==> src/logic/qsfm_defines.svh <==
// timing counts, field widths and reset values for the quad flash master
`ifndef QSFM_DEFINES_SVH
`define QSFM_DEFINES_SVH
`define QSFM_WLEN_W 7
`define QSFM_WCNT_W 12
`define QSFM_DIV_W 8
`define QSFM_DLY_W 2
`define QSFM_DLY_MAX 2'h3
`define QSFM_MAX_BITS 128
`define QSFM_DIV_RST 8'h00
`define QSFM_CS_IDLE 1'b1
`define QSFM_MODE_SINGLE 2'h0
`define QSFM_MODE_DUAL 2'h1
`define QSFM_MODE_QUAD 2'h2
`define QSFM_PINS_3 2'h0
`define QSFM_PINS_4 2'h1
`define QSFM_PINS_6 2'h2
`define QSFM_CMD_W 32
`endif

==> src/logic/qsfm_pkg.sv <==
// types shared by the quad flash master
`include "qsfm_defines.svh"
package qsfm_pkg;
	typedef enum logic [1:0] {QSFM_LN1, QSFM_LN2, QSFM_LN4, QSFM_LNX} qsfm_lanes_e;
	typedef enum logic [1:0] {QSFM_P3, QSFM_P4, QSFM_P6, QSFM_PX} qsfm_pins_e;
	typedef struct packed {
		logic [`QSFM_WLEN_W-1:0] wlen_m1;
		logic [`QSFM_WCNT_W-1:0] wcnt_m1;
		logic [`QSFM_DLY_W-1:0] cs_dly;
		qsfm_lanes_e lanes;
		qsfm_pins_e pins;
		logic word_irq_en;
		logic frame_irq_en;
	} qsfm_cfg_s;
	typedef struct packed {
		logic sclk;
		logic cs_n;
		logic [3:0] d_out;
		logic [3:0] d_oe_n;
	} qsfm_pin_s;
endpackage : qsfm_pkg

==> src/logic/qsfm_clkdiv.sv <==
// serial clock tick generator from the divide factor
`timescale 1ns/1ps
`include "qsfm_defines.svh"
module qsfm_clkdiv
	import qsfm_pkg::*;
(
	input wire logic clk,
	input wire logic nrst,
	input wire logic ce,
	input wire logic run,
	input wire logic [`QSFM_DIV_W-1:0] serial_clock_divide_factor,
	output logic tick
);
	logic [`QSFM_DIV_W-1:0] cnt_r;
	// one tick per half period; divide factor d gives d+1 clocks per half
	always_ff @(posedge clk or negedge nrst) begin
		if (!nrst) begin
			cnt_r <= `QSFM_DIV_RST;
		end else if (ce) begin
			if (!run || cnt_r == serial_clock_divide_factor) begin
				cnt_r <= `QSFM_DIV_RST;
			end else begin
				cnt_r <= cnt_r + 8'h01;
			end
		end
	end
	assign tick = ce && run && (cnt_r == serial_clock_divide_factor);
endmodule : qsfm_clkdiv

==> src/logic/qsfm_top.sv <==
// quad serial flash master: framing, shifting and mapped reads
// Function
// master only; always drives clock and chip select, never a target.
// read words on one, two or four data lines, chosen per transfer.
// mapped read request fetches a word without software sequencing.
// word length programmable from 1 to 128 bits.
// frame word count programmable from 1 to 4096 words.
// separately enabled word-done and frame-done interrupts.
// zero to three serial clocks between chip select and first data.
// three, four and six pin configurations supported.
// clock mode zero, clock idles low, phase zero.
// incoming data sampled on the falling serial clock edge.
// serial clock from a divide factor; odd factor gives even duty.
// chip select held across the frame, released after last edge.
`timescale 1ns/1ps
`include "qsfm_defines.svh"
module qsfm_top
	import qsfm_pkg::*;
(
	input wire logic CLK,
	input wire logic NRST,
	input wire logic CE,
	input wire logic [`QSFM_DIV_W-1:0] DIV_FACTOR,
	input wire logic [`QSFM_WLEN_W-1:0] WLEN_M1,
	input wire logic [`QSFM_WCNT_W-1:0] WCNT_M1,
	input wire logic [`QSFM_DLY_W-1:0] CS_DLY,
	input wire logic [1:0] LANES,
	input wire logic [1:0] PINS,
	input wire logic WORD_IRQ_EN,
	input wire logic FRAME_IRQ_EN,
	input wire logic START,
	input wire logic MAP_REQ,
	input wire logic [`QSFM_CMD_W-1:0] MAP_ADDR,
	output logic BUSY,
	output logic MAP_ACK,
	output logic [`QSFM_MAX_BITS-1:0] RDATA,
	output logic RDATA_VLD,
	output logic WORD_IRQ,
	output logic FRAME_IRQ,
	output logic SCLK,
	output logic CS_N,
	output logic [3:0] D_OUT,
	output logic [3:0] D_OE_N,
	input wire logic [3:0] D_IN
);
	typedef enum logic [2:0] {S_IDLE, S_CMD, S_DLY, S_DATA, S_END} qsfm_st_e;
	qsfm_st_e st_r;
	qsfm_cfg_s cfg_r;
	logic tick;
	logic sclk_r, cs_n_r, map_r;
	logic [`QSFM_CMD_W-1:0] cmd_r;
	logic [5:0] cmd_cnt_r;
	logic [`QSFM_DLY_W-1:0] dly_r;
	logic [`QSFM_WLEN_W:0] bit_r;
	logic [`QSFM_WCNT_W-1:0] word_r;
	logic [`QSFM_MAX_BITS-1:0] sh_r;
	logic [`QSFM_WLEN_W:0] step;
	logic word_end, fall;
	logic start_any;
	assign start_any = (START || MAP_REQ) && st_r == S_IDLE;
	assign fall = tick && sclk_r;
	qsfm_clkdiv u_div (
		.clk(CLK),
		.nrst(NRST),
		.ce(CE),
		.run(st_r != S_IDLE),
		.serial_clock_divide_factor(DIV_FACTOR),
		.tick(tick)
	);
	// bits per falling edge by lane count
	always_comb begin
		unique case (cfg_r.lanes)
			QSFM_LN2: step = 8'h02;
			QSFM_LN4: step = 8'h04;
			default: step = 8'h01;
		endcase
	end
	assign word_end = fall && st_r == S_DATA &&
		({1'b0, bit_r} + {1'b0, step} > {2'h0, cfg_r.wlen_m1});
	// capture config per transfer; mapped read forces one word
	always_ff @(posedge CLK or negedge NRST) begin
		if (!NRST) begin
			cfg_r <= '0;
			map_r <= 1'b0;
			cmd_r <= '0;
		end else if (CE && start_any) begin
			cfg_r.wlen_m1 <= WLEN_M1;
			cfg_r.wcnt_m1 <= MAP_REQ ? 12'h000 : WCNT_M1;
			cfg_r.cs_dly <= CS_DLY;
			cfg_r.lanes <= qsfm_lanes_e'(LANES);
			cfg_r.pins <= qsfm_pins_e'(PINS);
			cfg_r.word_irq_en <= WORD_IRQ_EN;
			cfg_r.frame_irq_en <= FRAME_IRQ_EN;
			map_r <= MAP_REQ;
			cmd_r <= MAP_ADDR;
		end else if (CE && fall && st_r == S_CMD) begin
			cmd_r <= {cmd_r[`QSFM_CMD_W-2:0], 1'b0};
		end
	end
	// sequencer
	always_ff @(posedge CLK or negedge NRST) begin
		if (!NRST) begin
			st_r <= S_IDLE;
			cmd_cnt_r <= 6'h00;
			dly_r <= 2'h0;
			bit_r <= 8'h00;
			word_r <= 12'h000;
		end else if (CE) begin
			unique case (st_r)
				S_IDLE: if (start_any) begin
					st_r <= (MAP_REQ || CS_DLY != 2'h0) ?
						(MAP_REQ ? S_CMD : S_DLY) : S_DATA;
					dly_r <= CS_DLY;
					cmd_cnt_r <= 6'h00;
					bit_r <= 8'h00;
					word_r <= 12'h000;
				end
				S_CMD: if (fall) begin
					cmd_cnt_r <= cmd_cnt_r + 6'h01;
					if (cmd_cnt_r == 6'h1f) begin
						st_r <= (cfg_r.cs_dly != 2'h0) ? S_DLY : S_DATA;
					end
				end
				S_DLY: if (fall) begin
					dly_r <= dly_r - 2'h1;
					if (dly_r == 2'h1) begin
						st_r <= S_DATA;
					end
				end
				S_DATA: if (word_end) begin
					bit_r <= 8'h00;
					word_r <= word_r + 12'h001;
					if (word_r == cfg_r.wcnt_m1) begin
						st_r <= S_END;
					end
				end else if (fall) begin
					bit_r <= bit_r + step;
				end
				S_END: if (tick) begin
					st_r <= S_IDLE;
				end
				default: st_r <= S_IDLE;
			endcase
		end
	end
	// clock mode zero: low at idle, toggles while active
	always_ff @(posedge CLK or negedge NRST) begin
		if (!NRST) begin
			sclk_r <= 1'b0;
		end else if (CE) begin
			if (st_r == S_IDLE || st_r == S_END) begin
				sclk_r <= 1'b0;
			end else if (tick) begin
				sclk_r <= ~sclk_r;
			end
		end
	end
	// chip select held through every word of the frame
	always_ff @(posedge CLK or negedge NRST) begin
		if (!NRST) begin
			cs_n_r <= `QSFM_CS_IDLE;
		end else if (CE) begin
			cs_n_r <= !(start_any || (st_r != S_IDLE &&
				!(st_r == S_END && tick)));
		end
	end
	// sample on falling serial edge, lanes per mode
	always_ff @(posedge CLK or negedge NRST) begin
		if (!NRST) begin
			sh_r <= '0;
		end else if (CE && fall && st_r == S_DATA) begin
			unique case (cfg_r.lanes)
				QSFM_LN2: sh_r <= {sh_r[`QSFM_MAX_BITS-3:0], D_IN[1:0]};
				QSFM_LN4: sh_r <= {sh_r[`QSFM_MAX_BITS-5:0], D_IN};
				default: sh_r <= {sh_r[`QSFM_MAX_BITS-2:0], D_IN[1]};
			endcase
		end
	end
	// word results and interrupts
	always_ff @(posedge CLK or negedge NRST) begin
		if (!NRST) begin
			RDATA <= '0;
			RDATA_VLD <= 1'b0;
			WORD_IRQ <= 1'b0;
			FRAME_IRQ <= 1'b0;
			MAP_ACK <= 1'b0;
		end else if (CE) begin
			RDATA_VLD <= word_end;
			WORD_IRQ <= word_end && cfg_r.word_irq_en;
			FRAME_IRQ <= st_r == S_END && tick && cfg_r.frame_irq_en;
			MAP_ACK <= word_end && map_r;
			if (word_end) begin
				unique case (cfg_r.lanes)
					QSFM_LN2: RDATA <= {sh_r[`QSFM_MAX_BITS-3:0], D_IN[1:0]};
					QSFM_LN4: RDATA <= {sh_r[`QSFM_MAX_BITS-5:0], D_IN};
					default: RDATA <= {sh_r[`QSFM_MAX_BITS-2:0], D_IN[1]};
				endcase
			end
		end
	end
	// master drives clock and select, and the command line on D[0] except in 3-pin; other data lines inputs
	always_comb begin
		D_OUT = {3'h0, cmd_r[`QSFM_CMD_W-1]};
		D_OE_N = 4'hf;
		if (st_r == S_CMD && cfg_r.pins != QSFM_P3) begin
			D_OE_N = 4'he;
		end
	end
	assign SCLK = sclk_r;
	assign CS_N = cs_n_r;
	assign BUSY = st_r != S_IDLE;
endmodule : qsfm_top

==> config.mk <==
export PLATFORM = sky130hd
export DESIGN_NAME = qsfm_top
export DESIGN_NICKNAME = d
export VERILOG_FILES = /design/src/logic/qsfm_pkg.sv /design/src/logic/qsfm_clkdiv.sv /design/src/logic/qsfm_top.sv
export VERILOG_INCLUDE_DIRS = /design/src /design/src/logic
export SDC_FILE = /design/constraint.sdc
export NUM_CORES = 1
export LEC_CHECK = 0
export ABC_AREA = 0
export BUFFER_PORTS_ARGS = -buffer_cell sky130_fd_sc_hd__clkbuf_2
export CORE_MARGIN = 2
export CORE_UTILIZATION = 40
export DETAILED_ROUTE_END_ITERATION = 10
export SYNTH_ARGS = -nofsm -noshare
export SYNTH_HDL_FRONTEND = slang
export SYNTH_SLANG_ARGS = --single-unit
==> constraint.sdc <==
create_clock -name CLK -period 4.15 [get_ports CLK]
set_input_delay 0.83 -clock CLK [delete_from_list [all_inputs] [get_ports CLK]]
set_output_delay 0.83 -clock CLK [all_outputs]
set_load 0.005 [all_outputs]
==> results.rst <==
.. list-table::
   :header-rows: 1

   * - Metric
     - Value
   * - Count of input and output buffers
     - 212
   * - Sequential element share of the synthesized area
     - 53.6%
   * - Fraction of the mapped netlist area in adder cells
     - 1.39%
   * - Area share of the largest cell type after synthesis
     - 53.5%
   * - GRT Overall Usage
     - 18.3%
   * - Area grow syn2layout
     - 16.8%
   * - Main combinational cell family by area after synthesis
     - compound AO/OA/AOI/OAI gates
   * - Total Neg Setup Slack
     - 0 ns
   * - CP Cell Sequence
     - inv_1 -> ha_4 -> ha_1 -> fa_1 -> nand2_1 -> nand2_1 -> and4_1 -> xor2_1 -> ha_1 -> a211oi_1 -> o211ai_1 -> o21ai_1 -> buf_4 -> a21oi_2 -> nand2b_1 -> nand3_1 -> mux2_1
   * - Required time reported for the critical path endpoint
     - 4.57 ns
   * - Latest clock arrival within the worst-skew pair
     - 0.55 ns
   * - Count of warnings emitted by yosys
     - 0
   * - Startpoint type of the worst setup path
     - flip-flop
   * - Maximum number of pins on one net before global-route repair
     - 257
   * - Core Footprint
     - 0.0417 sq mm
   * - Hold/Removal Path Class
     - in -> async
   * - Initial antenna violation count
     - 0
   * - Total vias in the final route
     - 13300
   * - Highest cell delay on the worst timing path
     - 0.42 ns
   * - Maximum ir drop on the vdd rail
     - 1070 uV
   * - Post-route clock period utilization
     - 94.5%
   * - Crit-path leading delay family
     - adder cells
   * - Worst rel slew slack
     - -14.7%
   * - Most common cell after layout, fill and taps aside
     - sky130_fd_sc_hd__nand2_1
   * - Library cell used as clock root buffer
     - sky130_fd_sc_hd__clkbuf_16
   * - Area fraction in compound gates after synthesis
     - 21.7%
   * - Synth Area in Simple Gates
     - 14.7%
   * - DRC viols
     - 0
   * - DIE HEIGHT
     - 209 um
   * - Starting Density
     - 40.3%
   * - Sum of buffers and inverters on the critical path
     - 2
   * - Largest area contributor in the synthesized netlist
     - sky130_fd_sc_hd__dfrtp_1
   * - Fraction of final layout cells sized beyond drive strength 1
     - 16.0%
   * - Die width
     - 209 um
   * - Max Fclk
     - 255 MHz
   * - Share of synthesized flip-flops with an asynchronous set or reset
     - 100%
   * - Routed WL per cell
     - 15.6 um
   * - Worst-path fanout max
     - 4
   * - Wire length of the first global-routing pass
     - 66300 um
   * - H-tree depth
     - 2
   * - Number of failing setup endpoints in the final timing report
     - 0
   * - Result of the run
     - finished with violations
   * - Power density over cell area
     - 522 mW/mm^2
   * - Final Hold Slack
     - 0.281 ns
   * - Number of max-cap violations
     - 0
   * - Number of placement rows
     - 75
   * - Max Clock Skew
     - 0.0170 ns
   * - EDFF count, synth
     - 0
   * - Half-perimeter wire length after detailed placement
     - 26200 um
   * - Congestion Overflow GR
     - 0
   * - Mapped Cells
     - 1849
   * - Hold buffers post-CTS
     - 0
   * - CTS sink count
     - 360
   * - TritonCTS clock tree
     - yes
   * - Pins Over Slew Limit
     - 149
   * - Slew at the pin with the worst max-slew slack
     - 1.72 ns
   * - Count of inserted antenna diode cells
     - 0
   * - Cell area after layout
     - 0.0196 sq mm
   * - Highest-count cells in the layout ignoring fill and taps
     - sky130_fd_sc_hd__nand2_1, sky130_fd_sc_hd__dfrtp_1, sky130_fd_sc_hd__o21ai_0, sky130_fd_sc_hd__clkbuf_2, sky130_fd_sc_hd__nor2_1
   * - Mapped Avg Cell Area
     - 9.09 sq um
   * - Die area
     - 0.0437 sq mm
   * - I/O Pins
     - 219
   * - Biggest area contributors in the synthesized netlist
     - sky130_fd_sc_hd__dfrtp_1, sky130_fd_sc_hd__o21ai_0, sky130_fd_sc_hd__nand2_1
   * - Top FF cell, synth
     - sky130_fd_sc_hd__dfrtp_1
   * - Final number of hold-violating endpoints
     - 0
   * - Failing checks
     - max-slew violations
   * - Number of clock buffers inserted by TritonCTS
     - 40
   * - Minimum clock period
     - 3.92 ns
   * - Critical path's slowest cell
     - sky130_fd_sc_hd__dfrtp_1
   * - Number of global-route vias before repair
     - 12700
   * - Final standard cell utilization of the core
     - 47.1%
   * - Sum of routed wire length over all layers
     - 39900 um
   * - Synth Cell Area
     - 0.0168 sq mm
   * - Setup repair after global routing missed its margin
     - false
   * - Placed cell area
     - 0.0182 sq mm
   * - Register clock-pin slew on the reported worst setup and hold paths
     - 0.06 ns
   * - Number of nets in the final layout
     - 2081
   * - Multiplexer share of the synthesized area
     - 2.17%
   * - Remaining number of nets flagged by the antenna check after routing
     - 0
   * - Setup Crit Path Kind
     - reg -> reg
   * - Endpoint class of the critical path
     - flip-flop
   * - Leakage
     - 8.59 nW
   * - Post-synthesis xor/xnor area fraction
     - 1.87%
   * - GPL Wtd Cong
     - 0.822
   * - Drt via density
     - 5.22
   * - Arrival time of the worst setup path
     - 4.34 ns
   * - Initial detailed-routing violation count
     - 848
   * - Number of library cell types mapped by synthesis
     - 66
   * - 1st-pass router iterations
     - 5
   * - Total of flip-flops plus latches after synthesis
     - 360
   * - Clock Path Buffers
     - 3
==> cell type report <==
cell class	instances	area, sq um
Timing Repair Buffer	237	1410
Multi-Input combinational cell	1329	7110
Fill cell	4047	22000
Sequential cell	360	9010
Clock inverter	12	193
Inverter	19	71.3
Clock buffer	57	1170
Tap cell	539	674
==> synthesized netlist by cell type (all sizes together), types with 4 or more instances <==
cell / instances
dfrtp: 359
xor2: 10
nand2: 361
o21ai: 335
nor3: 7
clkbuf: 92
nand2b: 17
buf: 53
nand3: 14
ha: 17
a22oi: 126
a21oi: 138
a22o: 10
nor2: 159
and3: 5
o31ai: 4
a31oi: 4
nand4: 10
a21o: 4
inv: 19
xnor2: 25
and4: 5
mux2i: 33
==> report_power, final <==
part	internal (mW)	switching [mW]
clock network	2.26	1.43
registers	3.86	0.264
logic	0.683	1.75
==> repair_timing <==
item | in CTS | in global routing
setup endpoints to repair | 0 | 85
setup buffers | 0 | 2
resized for setup | 0 | 2
==> state kept, by name (all words and copies together) (netlist names), 2 cells and up <==
signal / cells
bit_r: 8
st_r: 3
word_r: 12
cmd_r: 32
RDATA: 128
sh_r: 127
cmd_cnt_r: 6
cfg_r: 27
dly_r: 2
u_div.cnt_r: 8
==> routing by layer <==
| layer | vias up | global-route usage [%] | wire length, um |
|---|---|---|---|
| met1 | 6372 | 25.5 | 19100 |
| met4 | 0 | 6.23 | 998 |
| met5 | - | 0 | 0 |
| li1 | 6672 | - | - |
| met2 | 218 | 28.8 | 18200 |
| met3 | 56 | 3.35 | 1630 |
==> cells by family after synthesis <==
family	after synthesis
fa+ha+maj	18
buf+inv	164
xor+xnor	35
simple gates	595
other cells	2
flops	360
compound gates	639
mux	36
==> worst paths after layout <==
path,start,to,slack (ns),cells after the start
max in group asynchronous,NRST,CS_N,2.75,2
min,NRST,cmd_r[16],0.28,1
max reg2reg,cfg_r[4],st_r[0],0.23,17
min reg2reg,cfg_r[3],cfg_r[3],0.47,2
max,cfg_r[4],st_r[0],0.23,17
min in group CLK,WLEN_M1[0],cfg_r[20],0.47,3
==> through the flow <==
step           setup slack, ns  instances  power, mW
6_report                 0.226       2553       10.2
5_1_grt                 0.0379       2553       10.9
4_1_cts                  0.105       2550       10.4
3_5_place_dp             0.145       2481       6.61
3_3_place_gp             0.342       2481       6.56
2_1_floorplan            0.536       1853       6.01
Power figures use the tool's default switching activity.
